--- src/inc/lhp_pkg.sv ---
package lhp_pkg;

  // ---------------------------------------------------------------------------
  // Widths and counts
  // ---------------------------------------------------------------------------
  localparam int unsigned LHP_DATA_W  = 8;
  localparam int unsigned LHP_FIFO_D  = 16;
  localparam int unsigned LHP_BIT_CW  = 3;
  localparam logic [2:0]  LHP_BIT_LAST = 3'h7;
  localparam logic [2:0]  LHP_BIT_ZERO = 3'h0;
  localparam int unsigned LHP_SI_BIT  = 7;
  localparam int unsigned LHP_SCL_BIT = 6;
  localparam logic [7:0]  LHP_BYTE_ZERO = 8'h00;
  localparam logic [7:0]  LHP_OE_ALL    = 8'hFF;
  localparam logic [7:0]  LHP_OE_NONE   = 8'h00;

  // ---------------------------------------------------------------------------
  // Carriers
  // ---------------------------------------------------------------------------
  typedef struct packed {
    logic       is_data;
    logic [7:0] value;
  } lhp_word_s;

  localparam int unsigned LHP_WORD_W = 9;

  typedef struct packed {
    logic       par_sel;
    logic       fam_enclk;
    logic       cs_low_act;
    logic       cs_high_act;
    logic       dc_sel;
    logic       rd_e;
    logic       wr_rw;
    logic [7:0] d;
  } lhp_pins_s;

  localparam int unsigned LHP_PINS_W = 15;

  typedef enum logic [1:0] {
    LHP_IDLE  = 2'b00,
    LHP_WRITE = 2'b01,
    LHP_READ  = 2'b10
  } lhp_state_e;

endpackage

--- src/hw/lhp_host_port.sv ---
// What this block does
// - Strap high selects the parallel bus, strap low selects serial input.
// - Parallel mode moves bytes over an eight-line bidirectional bus.
// - Serial data on top line, clock on next, six lower lines released.
// - Chip select inactive releases all eight data lines.
// - Selected only while low-active select low and high-active select high.
// - Data/command select high means data or parameter, low means command.
// - Serial bytes are also classified by the data/command select line.
// - Reset input low initialises the port, acting on level.
// - Family strap high picks enable-clock style, low picks separate strobes.
// - Strobe style drives the bus while the read strobe is low.
// - Strobe style captures the bus on the write strobe leading edge.
// - Enable-clock style uses the read strobe pin as enable clock.
// - Enable-clock style: direction high reads, low writes.
// - Serial mode is write only; no read back.
`timescale 1ns/1ps
module lhp_host_port
  import lhp_pkg::*;
#(
  parameter int unsigned FIFO_DEPTH = LHP_FIFO_D
) (
  // Clock and reset
  input  wire logic                  CLK,
  input  wire logic                  SYS_RST,
  input  wire logic                  RESET_LOW_INPUT_N,
  // Straps
  input  wire logic                  PAR_SERIAL_STRAP,
  input  wire logic                  HOST_FAMILY_STRAP,
  // Bus control pins
  input  wire logic                  CHIP_SELECT_LOW_ACTIVE_N,
  input  wire logic                  CHIP_SELECT_HIGH_ACTIVE,
  input  wire logic                  DATA_COMMAND_SELECT,
  input  wire logic                  RD_N_E,
  input  wire logic                  WR_N_RW,
  // Data pins
  input  wire logic [LHP_DATA_W-1:0] D_IN,
  output logic      [LHP_DATA_W-1:0] D_OUT,
  output logic      [LHP_DATA_W-1:0] D_OE,
  // Received words to the core
  output logic                       RX_VALID,
  input  wire logic                  RX_READY,
  output logic      [LHP_WORD_W-1:0] RX_WORD,
  // Read-back data from the core
  input  wire logic [LHP_DATA_W-1:0] RD_DATA,
  output logic                       RD_TAKEN,
  // Status
  output logic                       IN_RESET,
  output logic                       OVERRUN
);

  // ---------------------------------------------------------------------------
  // Pin synchronisers
  // ---------------------------------------------------------------------------
  lhp_pins_s pins_raw;
  lhp_pins_s s1_r;
  lhp_pins_s s2_r;
  lhp_pins_s s3_r;
  lhp_pins_s pin_r;
  logic      res_s1_r;
  logic      res_s2_r;
  logic      res_s3_r;
  logic      res_n_r;

  assign pins_raw = '{par_sel: PAR_SERIAL_STRAP, fam_enclk: HOST_FAMILY_STRAP,
                      cs_low_act: CHIP_SELECT_LOW_ACTIVE_N,
                      cs_high_act: CHIP_SELECT_HIGH_ACTIVE,
                      dc_sel: DATA_COMMAND_SELECT, rd_e: RD_N_E, wr_rw: WR_N_RW,
                      d: D_IN};

  // A change counts once the second and third stages agree.
  function automatic lhp_pins_s settle(lhp_pins_s cur, lhp_pins_s a, lhp_pins_s b);
    lhp_pins_s r;
    r = cur;
    for (int i = 0; i < LHP_PINS_W; i++) begin
      if (a[i] == b[i]) begin
        r[i] = a[i];
      end
    end
    return r;
  endfunction

  always_ff @(posedge CLK) begin
    if (SYS_RST) begin
      s1_r  <= '0;
      s2_r  <= '0;
      s3_r  <= '0;
      pin_r <= '0;
    end else begin
      s1_r  <= pins_raw;
      s2_r  <= s1_r;
      s3_r  <= s2_r;
      pin_r <= settle(pin_r, s2_r, s3_r);
    end
  end

  always_ff @(posedge CLK) begin
    if (SYS_RST) begin
      res_s1_r <= 1'b0;
      res_s2_r <= 1'b0;
      res_s3_r <= 1'b0;
      res_n_r  <= 1'b0;
    end else begin
      res_s1_r <= RESET_LOW_INPUT_N;
      res_s2_r <= res_s1_r;
      res_s3_r <= res_s2_r;
      if (res_s2_r == res_s3_r) begin
        res_n_r <= res_s2_r;
      end
    end
  end

  // ---------------------------------------------------------------------------
  // Mode decode
  // ---------------------------------------------------------------------------
  lhp_pins_s pin_q;
  logic      port_rst;
  logic      selected;
  logic      par_mode;
  logic      enclk_mode;
  logic      is_data;

  assign port_rst   = SYS_RST || !res_n_r;
  assign selected   = !pin_r.cs_low_act && pin_r.cs_high_act;
  assign par_mode   = pin_r.par_sel;
  assign enclk_mode = pin_r.fam_enclk;
  assign is_data    = pin_r.dc_sel;

  // Follows the settled pins through reset as well, so no false edge shows after it.
  always_ff @(posedge CLK) begin
    pin_q <= pin_r;
  end

  // ---------------------------------------------------------------------------
  // Parallel transfer sequencing
  // ---------------------------------------------------------------------------
  lhp_state_e state_r;
  lhp_state_e state_nxt;
  logic       wr_lead;
  logic       rd_active;
  logic       e_rise;
  logic       e_fall;

  assign e_rise  = pin_r.rd_e && !pin_q.rd_e;
  assign e_fall  = !pin_r.rd_e && pin_q.rd_e;
  assign wr_lead = !pin_r.wr_rw && pin_q.wr_rw;

  always_comb begin
    state_nxt = state_r;
    case (state_r)
      LHP_IDLE: begin
        if (par_mode && selected) begin
          if (enclk_mode) begin
            if (e_rise) begin
              state_nxt = pin_r.wr_rw ? LHP_READ : LHP_WRITE;
            end
          end else if (!pin_r.rd_e) begin
            state_nxt = LHP_READ;
          end
        end
      end
      LHP_WRITE: begin
        if (e_fall || !selected) begin
          state_nxt = LHP_IDLE;
        end
      end
      LHP_READ: begin
        if (!selected || !par_mode) begin
          state_nxt = LHP_IDLE;
        end else if (enclk_mode ? e_fall : pin_r.rd_e) begin
          state_nxt = LHP_IDLE;
        end
      end
      default: begin
        state_nxt = LHP_IDLE;
      end
    endcase
  end

  always_ff @(posedge CLK) begin
    if (port_rst) begin
      state_r <= LHP_IDLE;
    end else begin
      state_r <= state_nxt;
    end
  end

  // Enable-clock writes latch on the falling edge of the enable, strobe writes
  // on the leading edge of the write strobe.
  logic par_wr;
  assign par_wr = par_mode && selected && (enclk_mode ?
                  (state_r == LHP_WRITE && e_fall) : wr_lead);

  // ---------------------------------------------------------------------------
  // Serial receiver
  // ---------------------------------------------------------------------------
  logic [LHP_BIT_CW-1:0] bit_cnt_r;
  logic [LHP_DATA_W-1:0] shift_r;
  logic                  scl_rise;
  logic                  ser_wr;

  assign scl_rise = pin_r.d[LHP_SCL_BIT] && !pin_q.d[LHP_SCL_BIT];
  assign ser_wr   = !par_mode && selected && scl_rise && (bit_cnt_r == LHP_BIT_LAST);

  always_ff @(posedge CLK) begin
    if (port_rst || !selected || par_mode) begin
      bit_cnt_r <= LHP_BIT_ZERO;
      shift_r   <= LHP_BYTE_ZERO;
    end else if (scl_rise) begin
      bit_cnt_r <= bit_cnt_r + 1'b1;
      shift_r   <= {shift_r[LHP_DATA_W-2:0], pin_r.d[LHP_SI_BIT]};
    end
  end

  // ---------------------------------------------------------------------------
  // Receive FIFO
  // ---------------------------------------------------------------------------
  lhp_word_s in_word;
  logic      in_valid;
  logic      in_ready;
  logic      out_valid;
  logic      [LHP_WORD_W-1:0] out_data;

  assign in_valid = par_wr || ser_wr;
  always_comb begin
    in_word.is_data = is_data;
    in_word.value   = par_mode ? pin_r.d : {shift_r[LHP_DATA_W-2:0], pin_r.d[LHP_SI_BIT]};
  end

  lhp_fifo #(.WIDTH(LHP_WORD_W), .DEPTH(FIFO_DEPTH)) u_fifo (
    .clk       (CLK),
    .rst       (port_rst),
    .in_valid  (in_valid),
    .in_ready  (in_ready),
    .in_data   (in_word),
    .out_valid (out_valid),
    .out_ready (RX_READY && !RX_VALID),
    .out_data  (out_data)
  );

  // Output stage: one registered word held until the core takes it.
  always_ff @(posedge CLK) begin
    if (port_rst) begin
      RX_VALID <= 1'b0;
      RX_WORD  <= '0;
    end else if (RX_VALID && RX_READY) begin
      RX_VALID <= 1'b0;
    end else if (!RX_VALID && out_valid && RX_READY) begin
      RX_VALID <= 1'b1;
      RX_WORD  <= out_data;
    end
  end

  // The host bus cannot be stalled, so a write into a full FIFO is flagged.
  always_ff @(posedge CLK) begin
    if (port_rst) begin
      OVERRUN <= 1'b0;
    end else if (in_valid && !in_ready) begin
      OVERRUN <= 1'b1;
    end
  end

  // ---------------------------------------------------------------------------
  // Data pin drive
  // ---------------------------------------------------------------------------
  logic drive;
  assign drive = par_mode && selected && (state_nxt == LHP_READ);

  always_ff @(posedge CLK) begin
    if (port_rst) begin
      D_OE     <= LHP_OE_NONE;
      D_OUT    <= LHP_BYTE_ZERO;
      RD_TAKEN <= 1'b0;
      IN_RESET <= 1'b1;
    end else begin
      D_OE     <= drive ? LHP_OE_ALL : LHP_OE_NONE;
      D_OUT    <= drive ? RD_DATA : LHP_BYTE_ZERO;
      RD_TAKEN <= (state_r == LHP_READ) && (state_nxt == LHP_IDLE) && selected;
      IN_RESET <= 1'b0;
    end
  end

endmodule

--- src/hw/lhp_fifo.sv ---
`timescale 1ns/1ps
module lhp_fifo #(
  parameter int unsigned WIDTH = 9,
  parameter int unsigned DEPTH = 16
) (
  // Clock and reset
  input  wire logic             clk,
  input  wire logic             rst,
  // Fill side
  input  wire logic             in_valid,
  output logic                  in_ready,
  input  wire logic [WIDTH-1:0] in_data,
  // Drain side
  output logic                  out_valid,
  input  wire logic             out_ready,
  output logic      [WIDTH-1:0] out_data
);
  localparam int unsigned AW = $clog2(DEPTH);

  logic [WIDTH-1:0] mem [DEPTH];
  logic [AW-1:0]    wr_ptr_r;
  logic [AW-1:0]    rd_ptr_r;
  logic [AW:0]      count_r;
  logic             push;
  logic             pop;

  assign in_ready  = (count_r != (AW+1)'(DEPTH));
  assign out_valid = (count_r != '0);
  assign out_data  = mem[rd_ptr_r];
  assign push      = in_valid && in_ready;
  assign pop       = out_valid && out_ready;

  always_ff @(posedge clk) begin
    if (push) begin
      mem[wr_ptr_r] <= in_data;
    end
  end

  always_ff @(posedge clk) begin
    if (rst) begin
      wr_ptr_r <= '0;
      rd_ptr_r <= '0;
      count_r  <= '0;
    end else begin
      if (push) begin
        wr_ptr_r <= wr_ptr_r + 1'b1;
      end
      if (pop) begin
        rd_ptr_r <= rd_ptr_r + 1'b1;
      end
      count_r <= count_r + (AW+1)'(push) - (AW+1)'(pop);
    end
  end
endmodule

--- config.mk ---
export PLATFORM = sky130hd
export DESIGN_NAME = lhp_host_port
export DESIGN_NICKNAME = d
export VERILOG_FILES = /design/src/inc/lhp_pkg.sv /design/src/hw/lhp_host_port.sv /design/src/hw/lhp_fifo.sv
export SDC_FILE = /design/constraint.sdc
export NUM_CORES = 1
export LEC_CHECK = 0
export BUFFER_PORTS_ARGS = -buffer_cell sky130_fd_sc_hd__buf_2
export CORE_MARGIN = 4
export CORE_UTILIZATION = 57
export DETAILED_ROUTE_END_ITERATION = 12
export PLACE_DENSITY_LB_ADDON = 0.3
export SLEW_MARGIN = 20
export SYNTH_ARGS = -nofsm -noshare
export SYNTH_HDL_FRONTEND = slang
export SYNTH_HIERARCHICAL = 1
export SYNTH_SLANG_ARGS = --single-unit
--- constraint.sdc ---
create_clock -name CLK -period 4.2 [get_ports CLK]
set_clock_uncertainty 0.1 [all_clocks]
set_input_delay 0.21 -clock CLK [delete_from_list [all_inputs] [get_ports CLK]]
set_output_delay 0.21 -clock CLK [all_outputs]
set_load 0.01 [all_outputs]
==> results by group, run 1 <==
Power
  • Overall power after layout: ~5.2 mW
  • Power per cell area: about 460 mW/mm^2
  • Static Leak: 3.88 nW
  • Maximum vdd ir drop: 310 uV

Place
  • Global placer's final weighted congestion: approximately 0.75
  • PortBufs: 55
  • Placement Cell Area: between 0.01 and 0.015 sq mm
  • Final HPWL from detailed placement: 11600 microns
  • Post-Place Cells: 909
  • Post-Place Setup Slack: around 0.43 ns

Synth
  • Post-Synthesis Cell Area: 0.00972 sq mm
  • Area share of the leading cell type in the synthesized netlist: 0.445
  • Main synth FF type: edfxtp_1
  • Cell type with the largest total area after synthesis: edfxtp_1
  • Number of flops mapped to enable cells by yosys: ~140
  • Number of distinct library cells after synthesis: 49
  • Yosys warning count: 6
  • Net Count, Synth: roughly 700
  • Mean instance size in the synthesized netlist: 14.7 sq um
  • Number of flip-flops and latches in the synthesized netlist: between 200 and 300
  • Post-Syn Instances: 660
  • List of most frequent post-synthesis cells: 144 x edfxtp_1, 118 x dfxtp_1, 61 x nand2_1
  • Leading cell types by total area after synthesis: edfxtp_1 44%, dfxtp_1 24%, mux4_2 4.9%
  • Most numerous cell in the Yosys netlist: edfxtp_1
  • Post-synth ARST share: 0
  • Sequential-to-total area share from yosys stat: 0.688

Timing
  • Max-slew violation count: 0
  • Number of endpoints failing setup at the final stage: 0
  • Smallest setup slack after layout: roughly 0.32 ns
  • Post-route fraction of the period consumed by the critical path: 0.924
  • Rel. slew slack: 0.334
  • Setup repair after global routing missed its margin: false
  • Final critical-path required period: slightly below 4 ns
  • Worst slew pin tran: between 0.9 and 1 ns
  • TNS Setup: 0 ns
  • Final Hold Fails: 0
  • Achievable frequency: around 0.26 GHz

Clocking
  • H-tree Lvls: 1
  • Cells resized by post-CTS repair: 0
  • Post-CTS Hold Fix Bufs: 25
  • # clock sinks: 262
  • Root Buffer: clkbuf_16
  • Latest clock arrival within the worst-skew pair: approximately 0.52 ns
  • Clock-pin slew reported for the worst setup and hold paths after clock tree synthesis: approximately 0.060 ns
  • Number of buffers inserted during clock tree synthesis: 26
  • Number of buffers on the longest clock path: 3
  • Post-CTS setup buffer count: 0
  • TritonCTS clock tree: built

Hold path
  • Hold depth: 3
  • Worst Hold Class: in -> reg

Die
  • Starting density of the core: 0.584
  • Vert. Die Dim: approximately 140 microns
  • Placeable Area: 0.0166 sq mm
  • Site Rows: 47
  • Die ar.: slightly below 0.02 sq mm
  • Top-Level Pins: 56
  • Horizontal extent of the die: ~140 microns

Finish
  • Diodes inserted: 0
  • Seq. cell area: 0.00669 sq mm
  • Post-route standard cell area excluding fillers: between 0.01 and 0.015 sq mm
  • P&R area growth vs syn: 16.6%
  • Fraction of layout cells with a size suffix above 1: 0.193
  • Final #Nets: ~780
  • Multi-input logic area: roughly 0.0027 sq mm
  • Post-Layout Cell Count: ~1000
  • Filler Cells Inserted: between 1000 and 1500

Status
  • Result of the run: completed

Routing
  • Number of nets with antenna violations after detailed routing: 0
  • Wire length after detailed routing: ~18000 microns
  • Vias per cell: approximately 5.6
  • 1st-pass router iterations: 5
  • DRC violation count after routing: 0
  • Vias after detailed routing: ~5500
  • Starting DRT DRC Count: just over 400
  • Wire length per cell after detailed routing: about 19 microns

Global route
  • Combined global-route utilization of all metal layers: 0.194
  • Global-route wire length before repair: 29500 microns
  • Residual overflow from global routing: 0
  • Initial antenna violation count: 0
  • Via count of the first global-routing pass: around 5600
  • Largest net degree at the start of global routing: 66

Critical path
  • Crit-path slowest cell: dfxtp_1
  • Critical path data arrival time: between 4 and 5 ns
  • Crit path max fanout: 16
  • Critical path data required time: ~4.5 ns
  • Worst reg-to-reg path cell count: 14
  • Sequence of cells on the critical path: nand2_1 -> nor3_1 -> nor3_1 -> nor3b_1 -> nand2_1 -> ha_1 -> inv_1 -> ha_1 -> inv_1 -> fa_1 -> nor2b_1 -> o21bai_1 -> a21oi_1 -> nor3b_1
  • Critical path class: reg -> reg
  • Kind of cell with the highest combined delay on the critical path: simple AND/OR/NAND/NOR gates
  • CP startpoint kind: flop
  • Instance count on the critical path: 14
  • Buffers & Inverters on Critical Path: 2
  • Slowest stage delay, CP: approximately 0.73 ns
  • Endpoint class of the critical path: flop

Run
  • Maximum Capacitance Violations: 0
[flip-flops by register name (all words and copies together), names as in the netlist, 5 cells and up, named ones only]
signal,cells
D_OUT,8
RX_WORD,9
pin_r,12
s1_r,15
s2_r,15
s3_r,15
shift_r,7
u_fifo/count_r,5
u_fifo/mem,144
[layout by cell type, fill, tap and decap left out, drive strengths merged, types with 2 or more instances in the layout]
cell and count:
nor2b 54, mux4 36, a21oi 40, nor4 4, xor2 5, a22oi 18
nor2 16, nor3b 5, buf 66, a2111oi 2, nor3 6, nand3 17
nand2 61, nand2b 3, and2b 2, ha 13, edfxtp 144, inv 18
clkinv 5, xnor2 3, o21ai 21, dfxtp 118, dlygate4sd3 25, mux2 8
and2 17, clkbuf 41
[kinds of logic (layout without fill, tap and decap cells)]
family                   after synthesis  count (layout)  synth area share
multiplexers                          44              44            0.0985
AO/OA/AOI/OAI                         86              86            0.0538
flip-flops                           262             262             0.688
buffers and inverters                 54             156            0.0308
adder cells (fa/ha/maj)               14              14            0.0188
AND/OR/NAND/NOR                      192             192             0.103
XOR/XNOR                               8               8           0.00721
[per-layer routing]
layer  wire length, microns  global-route usage  vias to the layer above
li1                       -                   -                     2567
met1                   7230               0.241                     2737
met2                   9450               0.339                      182
met3                   1030              0.0314                       46
met4                    702              0.0790                        0
met5                      0                   0                        -
[cell type report]
type | instances | share of cell area
clock inverter | 7 | 0.00541
clock buffer | 41 | 0.0793
sequential | 262 | 0.590
tap | 220 | 0.0243
inverter | 17 | 0.00563
timing repair buffer | 91 | 0.0537
multi-input combinational | 344 | 0.241
[worst reg2reg max path, cell delays in order, from the launching register on]
cell	delay [ns]
dfxtp_1	0.73
nand2_1	0.13
nor3_1	0.16
nor3_1	0.10
nor3b_1	0.45
nand2_1	0.38
ha_1	0.39
inv_1	0.06
ha_1	0.16
inv_1	0.07
fa_1	0.40
nor2b_1	0.23
o21bai_1	0.14
a21oi_1	0.19
nor3b_1	0.07
[where the power goes]
group	switching, mW	internal [mW]
clock	0.925	1.53
sequential	0.00695	2.69
combinational	0.0212	0.0357
[metrics by stage]
step	utilization	hold WS [ns]
detailed placement	0.608	0.300
floorplan	-	0.232
CTS	0.681	0.197
global placement	0.608	0.285
global route	0.681	0.243
finish	0.681	0.202
[final timing paths]
kind / startpoint / end / slack (ns)
worst min register to register: pin_r[6]$_SDFFE_PP0N_ / pin_q[6]$_DFF_P_ / 0.31
worst max register to register: par_mode$_SDFFE_PP0N_ / u_fifo/count_r[4]$_SDFF_PP0_ / 0.32
worst max-delay path: par_mode$_SDFFE_PP0N_ / u_fifo/count_r[4]$_SDFF_PP0_ / 0.32
worst min-delay path: SYS_RST / s2_r[9]$_SDFF_PP0_ / 0.20
(Power assumes the default switching activity.)
==> run 2, diff against run 1 <==
--- a/config.mk
+++ b/config.mk
@@ -9,6 +9,7 @@
 export CORE_MARGIN = 4
 export CORE_UTILIZATION = 57
 export DETAILED_ROUTE_END_ITERATION = 12
+export GPL_TIMING_DRIVEN = 0
 export PLACE_DENSITY_LB_ADDON = 0.3
 export SLEW_MARGIN = 20
 export SYNTH_ARGS = -nofsm -noshare
==> results by group, run 2 (same netlist as run 1, synthesis figures left out) <==
Critical path
  • Critical Path Sink: u_fifo/count_r[4]$_SDFF_PP0_
  • Timing startpoint of the critical path: pin_r[6]$_SDFFE_PP0N_
  • Critical path data required time: 4.55 ns (+0.08 ns)
  • Critical path class: reg -> reg
  • Crit path max fanout: 10 (-6)
  • Terminus of the critical flop-to-flop path: u_fifo/count_r[4]$_SDFF_PP0_
  • CP startpoint kind: flop
  • Worst reg-to-reg path cell count: 16 (+2)
  • Critical path data arrival time: 4.01 ns (-0.14 ns)
  • Endpoint class of the critical path: flop
  • Minimum setup slack among reg-to-reg paths: 0.54 ns (+0.22 ns)
  • FF-to-FF Start: pin_r[6]$_SDFFE_PP0N_

Timing
  • Rel. slew slack: 0.322 (-0.0127)
  • Setup repair after global routing missed its margin: false
  • Achievable frequency: 0.273 GHz (+6.1%)
  • Final critical-path required period: 3.66 ns (-0.222 ns)
  • Max-slew violation count: 0 (unchanged)
  • Number of endpoints failing setup at the final stage: 0 (unchanged)
  • Worst slew pin tran: 1.01 ns (+0.0153 ns)
  • Post-route fraction of the period consumed by the critical path: 0.871 (-0.0529)
  • Smallest setup slack after layout: 0.540 ns (+0.222 ns)
  • TNS Setup: 0 ns (unchanged)
  • Final Hold Fails: 0 (unchanged)

Die
  • Die ar.: 0.0192 sq mm (unchanged)
  • Vert. Die Dim: 139 microns (unchanged)
  • Starting density of the core: 0.584 (unchanged)
  • Top-Level Pins: 56 (unchanged)
  • Horizontal extent of the die: 139 microns (unchanged)
  • Placeable Area: 0.0166 sq mm (unchanged)
  • Site Rows: 47 (unchanged)

Hold path
  • Worst Hold Class: reg -> reg
  • Origin of the worst min-delay path: pin_r[6]$_SDFFE_PP0N_

Finish
  • Most common library cell in the layout ignoring fill and taps: edfxtp_1
  • Most frequent cells in the layout: 144 x edfxtp_1, 118 x dfxtp_1, 61 x buf_2, 61 x nand2_1, 54 x nor2b_1
  • Multi-input logic area: 0.00276 sq mm (+0.91%)
  • Register containing the most flip-flops in the final layout: u_fifo/mem
  • Post-Layout Cell Count: 1013 (+3.2%)
  • Flip-flop count of the largest register after layout: 144 (unchanged)
  • Final #Nets: 814 (+4.0%)
  • Diodes inserted: 0 (unchanged)
  • Core occupancy in the finished layout: 0.689 (+0.00804)
  • Seq. cell area: 0.00669 sq mm (about the same)
  • Filler Cells Inserted: 1110 (+2.5%)
  • Fraction of layout cells with a size suffix above 1: 0.202 (+0.00885)
  • P&R area growth vs syn: 17.9%

Global route
  • Combined global-route utilization of all metal layers: 0.197 (+0.00394)
  • Residual overflow from global routing: 0 (unchanged)
  • Largest net degree at the start of global routing: 19 (-71%)
  • Global-route wire length before repair: 30100 microns (+2.3%)
  • Via count of the first global-routing pass: 5707 (+2.2%)
  • Initial antenna violation count: 0 (unchanged)

Routing
  • Vias per cell: 5.60 (-0.66%)
  • Wire length after detailed routing: 18800 microns (+2.0%)
  • Vias after detailed routing: 5669 (+2.5%)
  • Number of nets with antenna violations after detailed routing: 0 (unchanged)
  • DRC violation count after routing: 0 (unchanged)
  • 1st-pass router iterations: 4 (-1)
  • Wire length per cell after detailed routing: 18.5 microns (-1.1%)
  • Starting DRT DRC Count: 292 (-29%)

Place
  • Final HPWL from detailed placement: 11800 microns (+1.8%)
  • Global placer's final weighted congestion: 0.776 (+3.0%)
  • PortBufs: 55 (unchanged)
  • Post-Place Setup Slack: 0.569 ns (+0.136 ns)
  • Post-Place Cells: 939 (+3.3%)

Run
  • Maximum Capacitance Violations: 0 (unchanged)

Power
  • Static Leak: 3.93 nW (+1.3%)
  • Overall power after layout: 5.04 mW (-3.3%)
  • Power per cell area: 440 mW/mm^2 (-4.5%)
  • Maximum vdd ir drop: 398 uV (+28%)

Clocking
  • # clock sinks: 262 (unchanged)
  • Root Buffer: clkbuf_16
  • TritonCTS clock tree: built
  • Number of buffers on the longest clock path: 3 (unchanged)
  • Clock-pin slew reported for the worst setup and hold paths after clock tree synthesis: 0.06 ns (about the same)
  • Number of buffers inserted during clock tree synthesis: 26 (unchanged)
  • H-tree Lvls: 1 (unchanged)
  • Latest clock arrival within the worst-skew pair: 0.53 ns (about the same)

Status
  • Result of the run: completed
[run 2: cell count changes in the layout (fill, tap and decap cells not counted), moves of 2 or more]
cell / previous run / this run
nor4_1: 4 / 0
buf_6: 0 / 3
clkbuf_1: 2 / 17
clkinv_4: 0 / 2
nor4_2: 0 / 4
clkbuf_8: 4 / 9
dfxtp_1: 116 / 118
buf_1: 0 / 3
clkbuf_16: 33 / 28
dfxtp_2: 2 / 0
clkinv_2: 5 / 3
buf_2: 55 / 61
[run 2: worst min-delay path by stage]
stage,depth (start not counted),to,slack (ns)
finish,0,pin_q[6]$_DFF_P_,0.32
global route,3,D_OUT[2]$_SDFF_PP0_,0.33
CTS,3,D_OUT[4]$_SDFF_PP0_,0.31
detailed placement,0,pin_q[6]$_DFF_P_,0.31
global placement,0,pin_q[6]$_DFF_P_,0.30
floorplan,1,D_OUT[0]$_SDFF_PP0_,0.23
[run 2: timing repair]
item	4_1_cts	5_1_grt
hold endpoints to repair	27	0
gates resized for setup	0	0
endpoints found under the setup margin	0	0
buffers inserted	0	0
hold buffers	26	0
[run 2: through the flow]
step                instance area [sq um]  hold WS, ns
floorplan                            9720        0.232
global placement                    10300        0.301
detailed placement                  10300        0.309
CTS                                 11500        0.310
global route                        11500        0.332
finish                              11500        0.322
[run 2: cell type report]
cell class	instances	area share
Sequential cell	262	0.583
Clock inverter	8	0.00480
Multi-Input combinational cell	344	0.241
Buffer	37	0.0205
Inverter	17	0.00557
Tap cell	220	0.0240
Timing Repair Buffer	85	0.0491
Clock buffer	40	0.0720
[run 2: power by group]
group	switching (mW)	internal, mW
combinational	0.0236	0.0367
clock	0.922	1.36
sequential	0.00692	2.69
total	0.953	4.09
[run 2: layer usage]
metal  vias to the layer above  part of all wire  track usage
li1                       2637                 -            -
met1                      2804              0.40        0.253
met2                       179              0.51        0.335
met3                        49             0.055       0.0376
met4                         0             0.034       0.0780
met5                         -                 0            0
[run 2: critical path: stages (launching register included)]
cell and delay (ns):
dfxtp_1 0.41, nand2b_1 0.09, buf_2 0.18, nor3b_1 0.26
nor3_1 0.11, nor3b_1 0.56, nand2_1 0.13, buf_2 0.24
ha_1 0.31, inv_1 0.06, ha_1 0.15, inv_1 0.05
fa_1 0.37, nor2b_1 0.17, o21bai_1 0.13, nand3_1 0.12
nor3b_1 0.17
